`src/verilog/dma_pkg.sv`:
```
`default_nettype none
package dma_pkg;

  localparam int NUM_CH = 4;

  // ****************************************
  // Channel transfer mode field
  // ****************************************
  localparam logic [1:0] MODE_INHIBIT  = 2'h0;
  localparam logic [1:0] MODE_SINGLE   = 2'h1;
  localparam logic [1:0] MODE_RESERVED = 2'h2;
  localparam logic [1:0] MODE_REPEAT   = 2'h3;

  // ****************************************
  // Request source class
  // ****************************************
  localparam logic [1:0] SRC_INTERNAL = 2'h0;
  localparam logic [1:0] SRC_SOFTWARE = 2'h1;
  localparam logic [1:0] SRC_EXT_FALL = 2'h2;
  localparam logic [1:0] SRC_EXT_BOTH = 2'h3;

  // ****************************************
  // Access area codes and bus-cycle coefficients
  // ****************************************
  localparam logic [2:0] AREA_INT_NOWAIT = 3'h0;
  localparam logic [2:0] AREA_INT_WAIT   = 3'h1;
  localparam logic [2:0] AREA_SFR        = 3'h2;
  localparam logic [2:0] AREA_SEP_WAIT0  = 3'h3;
  localparam logic [2:0] AREA_SEP_WAIT1  = 3'h4;
  localparam logic [2:0] AREA_SEP_WAIT2  = 3'h5;
  localparam logic [2:0] AREA_SEP_WAIT3  = 3'h6;
  localparam logic [2:0] AREA_MUX        = 3'h7;

  localparam logic [2:0] COEF_1 = 3'h1;
  localparam logic [2:0] COEF_2 = 3'h2;
  localparam logic [2:0] COEF_3 = 3'h3;
  localparam logic [2:0] COEF_4 = 3'h4;

  // Bus cycles per side for one transfer unit
  localparam logic [1:0] ACC_ONE = 2'h1;
  localparam logic [1:0] ACC_TWO = 2'h2;

  localparam int CNT_W = 5;

  // External pin level after reset, treated as idle high
  localparam logic PIN_IDLE = 1'b1;

  typedef enum logic [2:0] {
    ST_IDLE = 3'b001,
    ST_XFER = 3'b010,
    ST_CPU  = 3'b100
  } xfer_state_t;

endpackage
`default_nettype wire

```
`src/verilog/dma_req_latch.sv`:
```
`timescale 1ns/1ps
`default_nettype none
module dma_req_latch (
  input  wire logic       mclk,          // System clock
  input  wire logic       resetn,        // Async reset, active low
  input  wire logic       bclk_fall,     // Bus-clock falling edge strobe
  input  wire logic       ext_pin,       // External request pin, asynchronous
  input  wire logic [1:0] src_sel,       // Request source class
  input  wire logic       periph_req,    // Peripheral interrupt request set pulse
  input  wire logic       sw_req_wr,     // Software request bit written with one
  input  wire logic       pend_wr,       // Pending bit written with one
  input  wire logic       start_clr,     // Transfer of this channel begins
  input  wire logic       disabled,      // Channel inhibited or count zero
  output logic            pending        // Pending request bit
);

  logic pin_s1_ff;
  logic pin_s2_ff;
  logic pin_last_ff;
  logic pend_ff;

  always_ff @(posedge mclk or negedge resetn) begin
    if (!resetn) begin
      pin_s1_ff   <= dma_pkg::PIN_IDLE;
      pin_s2_ff   <= dma_pkg::PIN_IDLE;
      pin_last_ff <= dma_pkg::PIN_IDLE;
    end else begin
      pin_s1_ff <= ext_pin;
      pin_s2_ff <= pin_s1_ff;
      if (bclk_fall) begin
        pin_last_ff <= pin_s2_ff;
      end
    end
  end

  // ****************************************
  // Set sources
  // ****************************************
  wire fall_seen = bclk_fall & pin_last_ff & ~pin_s2_ff;
  wire edge_seen = bclk_fall & (pin_last_ff ^ pin_s2_ff);
  wire set_int   = (src_sel == dma_pkg::SRC_INTERNAL) & periph_req;
  wire set_sw    = (src_sel == dma_pkg::SRC_SOFTWARE) & sw_req_wr;
  wire set_ext   = ((src_sel == dma_pkg::SRC_EXT_FALL) & fall_seen) |
                   ((src_sel == dma_pkg::SRC_EXT_BOTH) & edge_seen);
  wire set_any   = set_int | set_sw | set_ext | pend_wr;
  // Set wins, so an event in the clearing cycle survives
  wire nxt_pend  = set_any | (pend_ff & ~(start_clr | disabled));

  always_ff @(posedge mclk or negedge resetn) begin
    if (!resetn) begin
      pend_ff <= 1'b0;
    end else begin
      pend_ff <= nxt_pend;
    end
  end

  assign pending = pend_ff;

endmodule
`default_nettype wire

```
`src/verilog/dma_cycle_ctrl.sv`:
```
`timescale 1ns/1ps
`default_nettype none
module dma_cycle_ctrl #(
  parameter int NUM_CH = dma_pkg::NUM_CH
) (
  input  wire logic                    mclk,                 // 40 MHz system clock
  input  wire logic                    resetn,               // Async reset, active low
  input  wire logic                    bclk_fall,            // Bus-clock falling edge strobe
  input  wire logic [2*NUM_CH-1:0]     mode_wdata,           // Mode fields, two bits per channel
  input  wire logic [NUM_CH-1:0]       mode_wr,              // Write strobe per mode field
  input  wire logic [NUM_CH-1:0]       transfer_unit_select, // 0 byte, 1 word
  input  wire logic [NUM_CH-1:0]       count_zero,           // Transfer count register is zero
  input  wire logic [2*NUM_CH-1:0]     request_source_select_reg, // Source class per channel
  input  wire logic [NUM_CH-1:0]       periph_req,           // Peripheral request set pulses
  input  wire logic [NUM_CH-1:0]       sw_req_wr,            // Software request bit written one
  input  wire logic [NUM_CH-1:0]       pend_wr,              // Pending bit written one
  input  wire logic [NUM_CH-1:0]       external_request_pin, // External pins, asynchronous
  input  wire logic [NUM_CH-1:0]       src_odd,              // Source address odd
  input  wire logic [NUM_CH-1:0]       dst_odd,              // Destination address odd
  input  wire logic [NUM_CH-1:0]       src_bus16,            // Source bus is word wide
  input  wire logic [NUM_CH-1:0]       dst_bus16,            // Destination bus is word wide
  input  wire logic [3*NUM_CH-1:0]     src_area,             // Source area code per channel
  input  wire logic [3*NUM_CH-1:0]     dst_area,             // Destination area code per channel
  input  wire logic                    cpu_access_done,      // CPU finished one bus access
  output logic [2*NUM_CH-1:0]          channel_mode_reg_low, // Mode fields readback
  output logic [NUM_CH-1:0]            pending_request_bit,  // Pending bits readback
  output logic [NUM_CH-1:0]            sw_req_rd,            // Software request readback
  output logic                         bus_hold,             // DMA owns the bus
  output logic [1:0]                   active_ch,            // Channel being served
  output logic                         xfer_start,           // Unit start pulse
  output logic                         unit_done,            // Unit end pulse
  output logic [1:0]                   read_cycles,          // Reads of current unit
  output logic [1:0]                   write_cycles,         // Writes of current unit
  output logic [dma_pkg::CNT_W-1:0]    unit_cycles           // Bus cycles of current unit
);

  generate
    if (NUM_CH != 4) begin : g_bad_num_ch
      $error("dma_cycle_ctrl supports exactly four channels");
    end
  endgenerate

  // ****************************************
  // Channel mode fields
  // ****************************************
  logic [2*NUM_CH-1:0] mode_ff;

  always_ff @(posedge mclk or negedge resetn) begin
    if (!resetn) begin
      mode_ff <= {NUM_CH{dma_pkg::MODE_INHIBIT}};
    end else begin
      for (int i = 0; i < NUM_CH; i++) begin
        if (mode_wr[i]) begin
          mode_ff[2*i +: 2] <= mode_wdata[2*i +: 2];
        end
      end
    end
  end

  // ****************************************
  // Request latches and enables
  // ****************************************
  logic [NUM_CH-1:0] pend;
  logic [NUM_CH-1:0] enabled;
  logic [NUM_CH-1:0] disabled;
  logic [NUM_CH-1:0] start_clr;

  genvar g;
  generate
    for (g = 0; g < NUM_CH; g++) begin : g_ch
      wire [1:0] ch_mode = mode_ff[2*g +: 2];
      // Reserved mode neither serves nor drops a request
      assign enabled[g]  = ((ch_mode == dma_pkg::MODE_SINGLE) |
                            (ch_mode == dma_pkg::MODE_REPEAT)) & ~count_zero[g];
      assign disabled[g] = (ch_mode == dma_pkg::MODE_INHIBIT) | count_zero[g];

      dma_req_latch u_latch (
        .mclk       (mclk),
        .resetn     (resetn),
        .bclk_fall  (bclk_fall),
        .ext_pin    (external_request_pin[g]),
        .src_sel    (request_source_select_reg[2*g +: 2]),
        .periph_req (periph_req[g]),
        .sw_req_wr  (sw_req_wr[g]),
        .pend_wr    (pend_wr[g]),
        .start_clr  (start_clr[g]),
        .disabled   (disabled[g]),
        .pending    (pend[g])
      );
    end
  endgenerate

  // ****************************************
  // Fixed priority selection
  // ****************************************
  function automatic logic [1:0] pick_lowest(input logic [NUM_CH-1:0] req);
    logic [1:0] idx;
    idx = 2'h0;
    for (int i = NUM_CH - 1; i >= 0; i--) begin
      if (req[i]) begin
        idx = i[1:0];
      end
    end
    return idx;
  endfunction

  wire [NUM_CH-1:0] ready   = pend & enabled;
  wire              any_rdy = |ready;
  wire [1:0]        win_ch  = pick_lowest(ready);

  // ****************************************
  // Bus-cycle count of one unit
  // ****************************************
  function automatic logic [5:0] area_coef(input logic [2:0] area);
    logic [5:0] jk;
    case (area)
      dma_pkg::AREA_INT_NOWAIT: jk = {dma_pkg::COEF_1, dma_pkg::COEF_1};
      dma_pkg::AREA_INT_WAIT:   jk = {dma_pkg::COEF_2, dma_pkg::COEF_2};
      dma_pkg::AREA_SFR:        jk = {dma_pkg::COEF_2, dma_pkg::COEF_2};
      dma_pkg::AREA_SEP_WAIT0:  jk = {dma_pkg::COEF_1, dma_pkg::COEF_2};
      dma_pkg::AREA_SEP_WAIT1:  jk = {dma_pkg::COEF_2, dma_pkg::COEF_2};
      dma_pkg::AREA_SEP_WAIT2:  jk = {dma_pkg::COEF_3, dma_pkg::COEF_3};
      dma_pkg::AREA_SEP_WAIT3:  jk = {dma_pkg::COEF_4, dma_pkg::COEF_4};
      dma_pkg::AREA_MUX:        jk = {dma_pkg::COEF_3, dma_pkg::COEF_3};
      default:                  jk = {dma_pkg::COEF_1, dma_pkg::COEF_1};
    endcase
    return jk;
  endfunction

  wire       win_word  = transfer_unit_select[win_ch];
  // Parity only changes the count; no address mix is refused
  wire       rd_split  = win_word & (src_odd[win_ch] | ~src_bus16[win_ch]);
  wire       wr_split  = win_word & (dst_odd[win_ch] | ~dst_bus16[win_ch]);
  wire [1:0] nxt_rd    = rd_split ? dma_pkg::ACC_TWO : dma_pkg::ACC_ONE;
  wire [1:0] nxt_wr    = wr_split ? dma_pkg::ACC_TWO : dma_pkg::ACC_ONE;
  wire [5:0] src_jk    = area_coef(src_area[3*win_ch +: 3]);
  wire [5:0] dst_jk    = area_coef(dst_area[3*win_ch +: 3]);
  wire [2:0] coef_j    = src_jk[5:3];
  wire [2:0] coef_k    = dst_jk[2:0];
  // Operands widened first; a two by four product overflows three bits
  wire [dma_pkg::CNT_W-1:0] rd_part = dma_pkg::CNT_W'(nxt_rd) * dma_pkg::CNT_W'(coef_j);
  wire [dma_pkg::CNT_W-1:0] wr_part = dma_pkg::CNT_W'(nxt_wr) * dma_pkg::CNT_W'(coef_k);
  wire [dma_pkg::CNT_W-1:0] nxt_total = rd_part + wr_part;

  // ****************************************
  // Bus ownership sequence
  // ****************************************
  dma_pkg::xfer_state_t      state_ff;
  dma_pkg::xfer_state_t      nxt_state;
  logic [dma_pkg::CNT_W-1:0] left_ff;
  logic [1:0]                ch_ff;
  logic                      start_ff;
  logic                      done_ff;
  logic [1:0]                rd_ff;
  logic [1:0]                wr_ff;
  logic [dma_pkg::CNT_W-1:0] total_ff;

  wire grant    = (state_ff == dma_pkg::ST_IDLE) & any_rdy;
  wire last_cyc = (state_ff == dma_pkg::ST_XFER) & bclk_fall &
                  (left_ff == dma_pkg::CNT_W'(1));

  always_comb begin
    nxt_state = state_ff;
    case (state_ff)
      dma_pkg::ST_IDLE: begin
        if (any_rdy) begin
          nxt_state = dma_pkg::ST_XFER;
        end
      end
      dma_pkg::ST_XFER: begin
        if (last_cyc) begin
          nxt_state = dma_pkg::ST_CPU;
        end
      end
      dma_pkg::ST_CPU: begin
        if (cpu_access_done) begin
          nxt_state = dma_pkg::ST_IDLE;
        end
      end
      default: nxt_state = dma_pkg::ST_IDLE;
    endcase
  end

  assign start_clr = grant ? (NUM_CH'(1) << win_ch) : '0;

  always_ff @(posedge mclk or negedge resetn) begin
    if (!resetn) begin
      state_ff <= dma_pkg::ST_IDLE;
      left_ff  <= '0;
      ch_ff    <= 2'h0;
      start_ff <= 1'b0;
      done_ff  <= 1'b0;
      rd_ff    <= 2'h0;
      wr_ff    <= 2'h0;
      total_ff <= '0;
    end else begin
      state_ff <= nxt_state;
      start_ff <= grant;
      done_ff  <= last_cyc;
      if (grant) begin
        ch_ff    <= win_ch;
        left_ff  <= nxt_total;
        rd_ff    <= nxt_rd;
        wr_ff    <= nxt_wr;
        total_ff <= nxt_total;
      end else if ((state_ff == dma_pkg::ST_XFER) && bclk_fall) begin
        left_ff <= left_ff - dma_pkg::CNT_W'(1);
      end
    end
  end

  assign channel_mode_reg_low = mode_ff;
  assign pending_request_bit  = pend;
  assign sw_req_rd            = '0;
  assign bus_hold             = (state_ff == dma_pkg::ST_XFER);
  assign active_ch            = ch_ff;
  assign xfer_start           = start_ff;
  assign unit_done            = done_ff;
  assign read_cycles          = rd_ff;
  assign write_cycles         = wr_ff;
  assign unit_cycles          = total_ff;

endmodule
`default_nettype wire

```
`config.mk`:
```
export PLATFORM = sky130hd
export DESIGN_NAME = dma_cycle_ctrl
export DESIGN_NICKNAME = d
export VERILOG_FILES = /design/src/verilog/dma_pkg.sv /design/src/verilog/dma_req_latch.sv /design/src/verilog/dma_cycle_ctrl.sv
export SDC_FILE = /design/constraint.sdc
export NUM_CORES = 1
export LEC_CHECK = 0
export BUFFER_PORTS_ARGS = -buffer_cell sky130_fd_sc_hd__buf_2
export CAP_MARGIN = 25
export CELL_PAD_IN_SITES_DETAIL_PLACEMENT = 1
export CELL_PAD_IN_SITES_GLOBAL_PLACEMENT = 1
export CORE_MARGIN = 8
export CORE_UTILIZATION = 36
export CTS_CLUSTER_SIZE = 16
export DETAILED_ROUTE_END_ITERATION = 16
export PLACE_DENSITY_LB_ADDON = 0.1
export SYNTH_ARGS = -nofsm -noshare
export SYNTH_HDL_FRONTEND = slang
export SYNTH_SLANG_ARGS = --single-unit
```
`constraint.sdc`:
```
create_clock -name mclk -period 4.2 [get_ports mclk]
set_input_delay 0.63 -clock mclk [delete_from_list [all_inputs] [get_ports mclk]]
set_output_delay 0.63 -clock mclk [all_outputs]
set_load 0.1 [all_outputs]
```
Word level (Yosys, flattened, before mapping). Memory sizes are Yosys's and may differ from the RTL's. Cells that the tools add are included.

Logic and storage cells: 195. Bits of input ports: 88. Register bits: 45. Output and inout bits: 30. Bits in read-only memories: 96. Memories kept: 2.

Equal/unequal tests: 27. Bitwise logic cells: 94. Reductions and logical operators: 12. Add/sub/neg operators: 2. Multiply operators: 3. $lt $le $gt $ge: 1. Shift operators: 3. Mux-type cells: 23.

Memories: (no name shown) (words 8, width 6, read ports 1, clocked after memory_dff 0, wr ports 0, line dma_cycle_ctrl.sv:116) `case (area)`; (no name shown) (words 8, width 6, read ports 1, clocked after memory_dff 0, wr ports 0, line dma_cycle_ctrl.sv:116).

Operators with widths (count): 1-bit bitwise AND (41); 1-bit bitwise OR (34); 2-bit equality test, second input constant (12); 12-bit by 5-bit indexed part select with 3-bit output (2); 2-bit by 1-bit equality test with 1-bit output, second input constant (8); 2-bit zero test (8); 1-bit NOT (14); 2-bit 2-to-1 mux (6); 1-bit binary-select mux with 2-bit select (5); 2-bit by 3-bit multiplier with 5-bit output (2); 5-bit 2-to-1 mux (2); 3-bit 2-to-1 mux (3); 3-bit one-hot mux with 3 select lines (1); 5-bit adder (1); 5-bit by 1-bit equality test with 1-bit output, second input constant (1); 1-bit 2-to-1 mux (5); 5-bit by 1-bit subtractor with 5-bit output, second input constant (1); 4-bit bitwise AND (1); 2-bit by 2-bit multiplier with 4-bit output, first input constant (1); 4-bit 2-to-1 mux (1); 2-bit inequality test, second input constant (2); 4-bit OR reduction (1); 1-bit by 2-bit left shift with 4-bit output, first input constant (1); 1-bit bitwise XOR (4); other kinds (8) (8).

Logic depth before layout (Yosys ltp).
Depth in word-level cells: 17. Depth in mapped cells: 19. Mapped depth without buffers: 16.

Cells and area by module. Synthesis repeated with hierarchy kept, for this count alone.

Cell total of the unflattened synthesis: 275. Area, all modules: 2826.5 µm².

Modules (own cells, without submodules): dma_cycle_ctrl (instances 1, sequential area each 726.9 µm², area an instance 2150.8 µm², cells each 227); dma_req_latch (instances 4, sequential area each 103.8 µm², area an instance 168.9 µm², cells each 12).

Worst setup path after synthesis. OpenSTA, ideal clock, no wires.

Kind: reg-to-reg. Start point: register mode_ff[4] (netlist: channel_mode_reg_low[4]). End point: register left_ff[4] (netlist bit). Period minus slack after synthesis: 4.157 ns. Arrival time: 4.074 ns. Path slack: 0.043 ns. Buffers on the path: 2. Stages on the path, launching flop included: 19. Library setup time: 0.083 ns. Cells stage by stage: dfrtp_1 > buf_6 > and3b_1 > buf_6 > o31ai_4 > nand2_1 > o21ai_0 > inv_1 > ha_1 > mux2i_1 > and2_1 > ha_1 > fa_1 > ha_1 > a21o_1 > a21oi_1 > xnor2_1 > nand2_1 > o21ai_0.

Cells in the longest elaborated chain, start to end: 16. Elaborated cells on any way between the ends: 38.

RTL lines: start: declaration (line dma_cycle_ctrl.sv:46) `logic [2*NUM_CH-1:0] mode_ff;`; start signal: assignment (line dma_cycle_ctrl.sv:50) `mode_ff <= {NUM_CH{dma_pkg::MODE_INHIBIT}};`; start signal: indexed assignment (line dma_cycle_ctrl.sv:54) `mode_ff[2*i +: 2] <= mode_wdata[2*i +: 2];`; 2-bit by 1-bit equality test with 1-bit output or 2-bit equality test (tied branches) (line dma_cycle_ctrl.sv:73, dma_cycle_ctrl.sv:74); 1-bit bitwise OR * (line dma_cycle_ctrl.sv:73) `assign enabled[g] = ((ch_mode == dma_pkg::MODE_SINGLE) |`; 1-bit bitwise AND * (line dma_cycle_ctrl.sv:74) `(ch_mode == dma_pkg::MODE_REPEAT)) & ~count_zero[g];`; 4-bit bitwise AND * (line dma_cycle_ctrl.sv:107) `wire [NUM_CH-1:0] ready = pend & enabled;`; branches (longest 12 deep; another with memory read 8 x 6 bit); end signal: assignment (line dma_cycle_ctrl.sv:202) `left_ff <= nxt_total;`; end signal: assignment (line dma_cycle_ctrl.sv:207) `left_ff <= left_ff - dma_pkg::CNT_W'(1);`; end: declaration (line dma_cycle_ctrl.sv:150) `logic [dma_pkg::CNT_W-1:0] left_ff;`.

Every way passes the cells marked *. The select of a mux whose other input is x is not followed. A chain may end at the register's enable or synchronous reset.

Worst setup path after layout. Same ends and word-level chain as after synthesis.

==> flow_metrics.tcl <==
set metrics [dict create \
    status "completed" \
    grt_use_met1_pct 19.1 \
    postCtsHoldBufs 0 \
    hp-class "input pin to async pin" \
    initial_utilization_pct 36.9 \
    reg2reg_to "left_ff[4]$_DFFE_PN0P_" \
    grt_use_total_pct 15.8 \
    arrival_ns 4.10 \
    synth_edf_count 0 \
    cts_buffers 5 \
    syn-cell-area_um2 2820 \
    seq_area_um2 1140 \
    reg2reg_slack_ns 0.32 \
    setup_slack_ns 0.321 \
    final_area_um2 3620 \
    layout.cells.non_filler 499 \
    routedWlPerCell_um 17.3 \
    internal-power_uw 1070 \
    synthArstFlopShare_pct 100 \
    power.density_nw_per_um2 602 \
    drv_cap 0 \
    num-fill-cells 939 \
    die_w_um 104 \
    totalWireLength_mm 8.66 \
    clockBufferDepth 2 \
    power.share.sequential_pct 28.5 \
    rr_worst_depth 16 \
    max_freq_mhz 258 \
    finalSetupTns_ns 0 \
    dp_cells 489 \
    ant_nets 0 \
    avgSynthCellArea_um2 10.0 \
    die_y_um 104 \
    use_met3_pct 4.89 \
    hpwl_mm 7.24 \
    setup_viol 0 \
    pwr-share-clk_pct 15.8 \
    peakVddDrop_mv 0.224 \
    tritoncts "done" \
    max_slew_margin_pct 62.6 \
    path_clk_slew_ns 0.09 \
    design.core.area_um2 7650 \
    vias 2517 \
    grt_pass1_wl_mm 14.0 \
    num_io_pins 118 \
    worstSetupEndpointType "register" \
    busiest_layer "met2" \
    power.switching_uw 1110 \
    cts_setup_buffers 0 \
    gr-total-overflow 0 \
    clock-skew-final_ns 0.0124 \
    fin_util_pct 47.3 \
    nets 497 \
    area_growth_pct 28.3 \
    grt_util_met2_pct 26.5 \
    worstPathRequired_ns 4.42 \
    p_leak_uw 0.00178 \
    drive_above_1_share_pct 43.7 \
    post-route-period-util_pct 92.3 \
    worst_pin_slew_ns 0.560 \
    grt_pass1_vias 2817 \
    cp-start-kind "register" \
    numPortBuffers 113 \
    ys_types 55 \
    first_iter_violations 78 \
    insertion_delay_ns 0.30 \
    post-route-drc-count 0 \
    pre_cts_ws_ns 0.0230 \
    clock_sinks 45 \
    clock-root-buffer "clkbuf_8" \
    drt_pass1_iterations 4 \
    placed_cell_area_um2 3470 \
    slew_violations 0 \
    cts_resized 0 \
    place_congestion 0.838 \
    hold_viol 0 \
    yosysWarnings 0 \
    yosysSeqAreaShare_pct 40.5 \
    synth_cells 281 \
    worstSetupPathType "register to register" \
    die_area_um2 10900 \
    cp_max_fo 10 \
    antenna_found_initial 0 \
    multi_input_area_um2 1530 \
    synth_ff_type "dfrtp_1" \
    grt_max_degree 46 \
    rr_startpoint "channel_mode_reg_low[4]$_DFFE_PN0P_" \
    vias_per_cell 5.04 \
    fp-row-count 32 \
    h-tree-depth 2 \
    rsz0062_at_grt "false" \
    synth_seq_cells 45 \
    layout_min_cycle_time_ns 3.88 \
    p_comb_share_pct 55.7 \
    switching_share_pct 51.0 \
]
[layout by cell type, fill, tap and decap left out, types with 3 or more instances in the layout]
| cell | n |
|---|---|
| and3b_1 | 4 |
| dfrtp_1 | 32 |
| buf_2 | 113 |
| buf_4 | 10 |
| o21ai_0 | 15 |
| dfstp_2 | 13 |
| conb_1 | 4 |
| nor2b_1 | 5 |
| a311oi_1 | 4 |
| mux2_2 | 12 |
| xnor2_1 | 3 |
| nor2_1 | 14 |
| xor2_1 | 3 |
| nand2_1 | 38 |
| fa_1 | 3 |
| mux2i_1 | 11 |
| o221ai_1 | 3 |
| ha_1 | 11 |
| clkbuf_8 | 6 |
| and4b_2 | 3 |
| nand2b_1 | 4 |
| nand3b_1 | 3 |
| a21oi_1 | 14 |
| nand3_1 | 9 |
| inv_1 | 11 |
| o21a_1 | 3 |
[metrics by stage]
stage | hold WS (ns) | total power, uW
6_report | 0.146 | 2180
5_1_grt | 0.140 | 2330
4_1_cts | 0.361 | 2210
3_5_place_dp | 0.348 | 1860
3_3_place_gp | 0.346 | 1830
2_1_floorplan | 0.334 | 1580
[cells in the mapped netlist (2+ instances only)]
master     number  area, um2
dfrtp_1        32        801
dfstp_2        13        342
and4b_2         3       33.8
and2_1          2       12.5
buf_2           4       20.0
xnor2_1         3       26.3
a21o_1          2       15.0
mux2_2         12        135
or4bb_1         2       22.5
xor2_1          3       26.3
fa_1            3       60.1
ha_1           11        138
a21oi_1        14       70.1
nor2b_1         5       31.3
nand2_1        38        143
inv_1          11       41.3
nor2_1         15       56.3
buf_6           2       22.5
nand3b_1        3       22.5
nand3_1         9       45.0
o21a_1          3       22.5
o311ai_0        2       17.5
a311oi_1        4       35.0
o21ai_2         2       17.5
o21ai_0        15       75.1
o221ai_1        3       26.3
nand2b_1        4       25.0
a311o_1         2       20.0
a31oi_1         3       18.8
a31oi_4         2       42.5
a22oi_1         2       15.0
clkbuf_1        5       18.8
mux2i_1        11        110
buf_4           9       67.6
o2bb2ai_1       2       17.5
o211ai_1        2       15.0
o2111ai_1       2       17.5
and3b_1         4       35.0
[layout make-up]
| type | count | area share [%] |
|---|---|---|
| diodes | 1 | 0.0692 |
| clock buffers | 7 | 2.39 |
| clock inverters | 1 | 0.830 |
| inverters | 11 | 1.14 |
| multi-input cells | 208 | 42.2 |
| flip-flops and latches | 45 | 31.6 |
| well taps | 102 | 3.53 |
| repair buffers | 124 | 18.3 |
[sequential cells by signal, indices dropped and copies added (netlist names)]
register                  count
g_ch.u_latch.pin_last_ff      4
unit_cycles                   5
unit_done                     1
channel_mode_reg_low          8
left_ff                       5
read_cycles                   2
write_cycles                  2
g_ch.u_latch.pending          4
state_ff                      3
g_ch.u_latch.pin_s2_ff        4
g_ch.u_latch.pin_s1_ff        4
xfer_start                    1
active_ch                     2
[power groups by stage]
stage          Clock [uW]  Combinational [uW]  Sequential, uW
2_1_floorplan           0                 533            1050
3_3_place_gp            0                1200             624
3_5_place_dp            0                1230             629
4_1_cts               354                1230             622
5_1_grt               370                1320             636
6_report              344                1210             620
[worst max-delay path: stages (launching register included)]
cell and delay [ns]:
dfrtp_1 0.49, and3b_1 0.33, nor2_2 0.19, a221oi_1 0.09, o21ai_0 0.25, inv_1 0.10, ha_1 0.32, mux2i_1 0.16
and2_1 0.15, ha_1 0.24, fa_1 0.51, ha_1 0.31, a21o_1 0.18, a21oi_1 0.16, xnor2_1 0.14, nand2_1 0.08
o21ai_0 0.10
[metal layers]
layer / up-vias / share of wire [%]
met5: - / 0
li1: 1230 / -
met3: 6 / 6.2
met2: 76 / 47
met1: 1205 / 47
met4: 0 / 0.75
[cells by family after synthesis]
family | synth area share (%)
AND/OR/NAND/NOR | 17.0
flip-flops | 40.5
multiplexers | 8.70
AO/OA/AOI/OAI | 18.7
XOR/XNOR | 1.86
buffers and inverters | 6.04
adder cells (fa/ha/maj) | 7.01
other | 0.133
[how the worst max path moves through the flow]
stage | cells after the start | end | from
4_1_cts | 16 | left_ff[4]$_DFFE_PN0P_ | channel_mode_reg_low[4]$_DFFE_PN0P_
3_3_place_gp | 17 | left_ff[4]$_DFFE_PN0P_ | count_zero[2]
5_1_grt | 16 | left_ff[4]$_DFFE_PN0P_ | channel_mode_reg_low[4]$_DFFE_PN0P_
3_5_place_dp | 17 | left_ff[4]$_DFFE_PN0P_ | count_zero[2]
6_report | 16 | left_ff[4]$_DFFE_PN0P_ | channel_mode_reg_low[4]$_DFFE_PN0P_
2_1_floorplan | 18 | left_ff[4]$_DFFE_PN0P_ | channel_mode_reg_low[4]$_DFFE_PN0P_
Note: power is estimated with default switching activity, not from simulation.
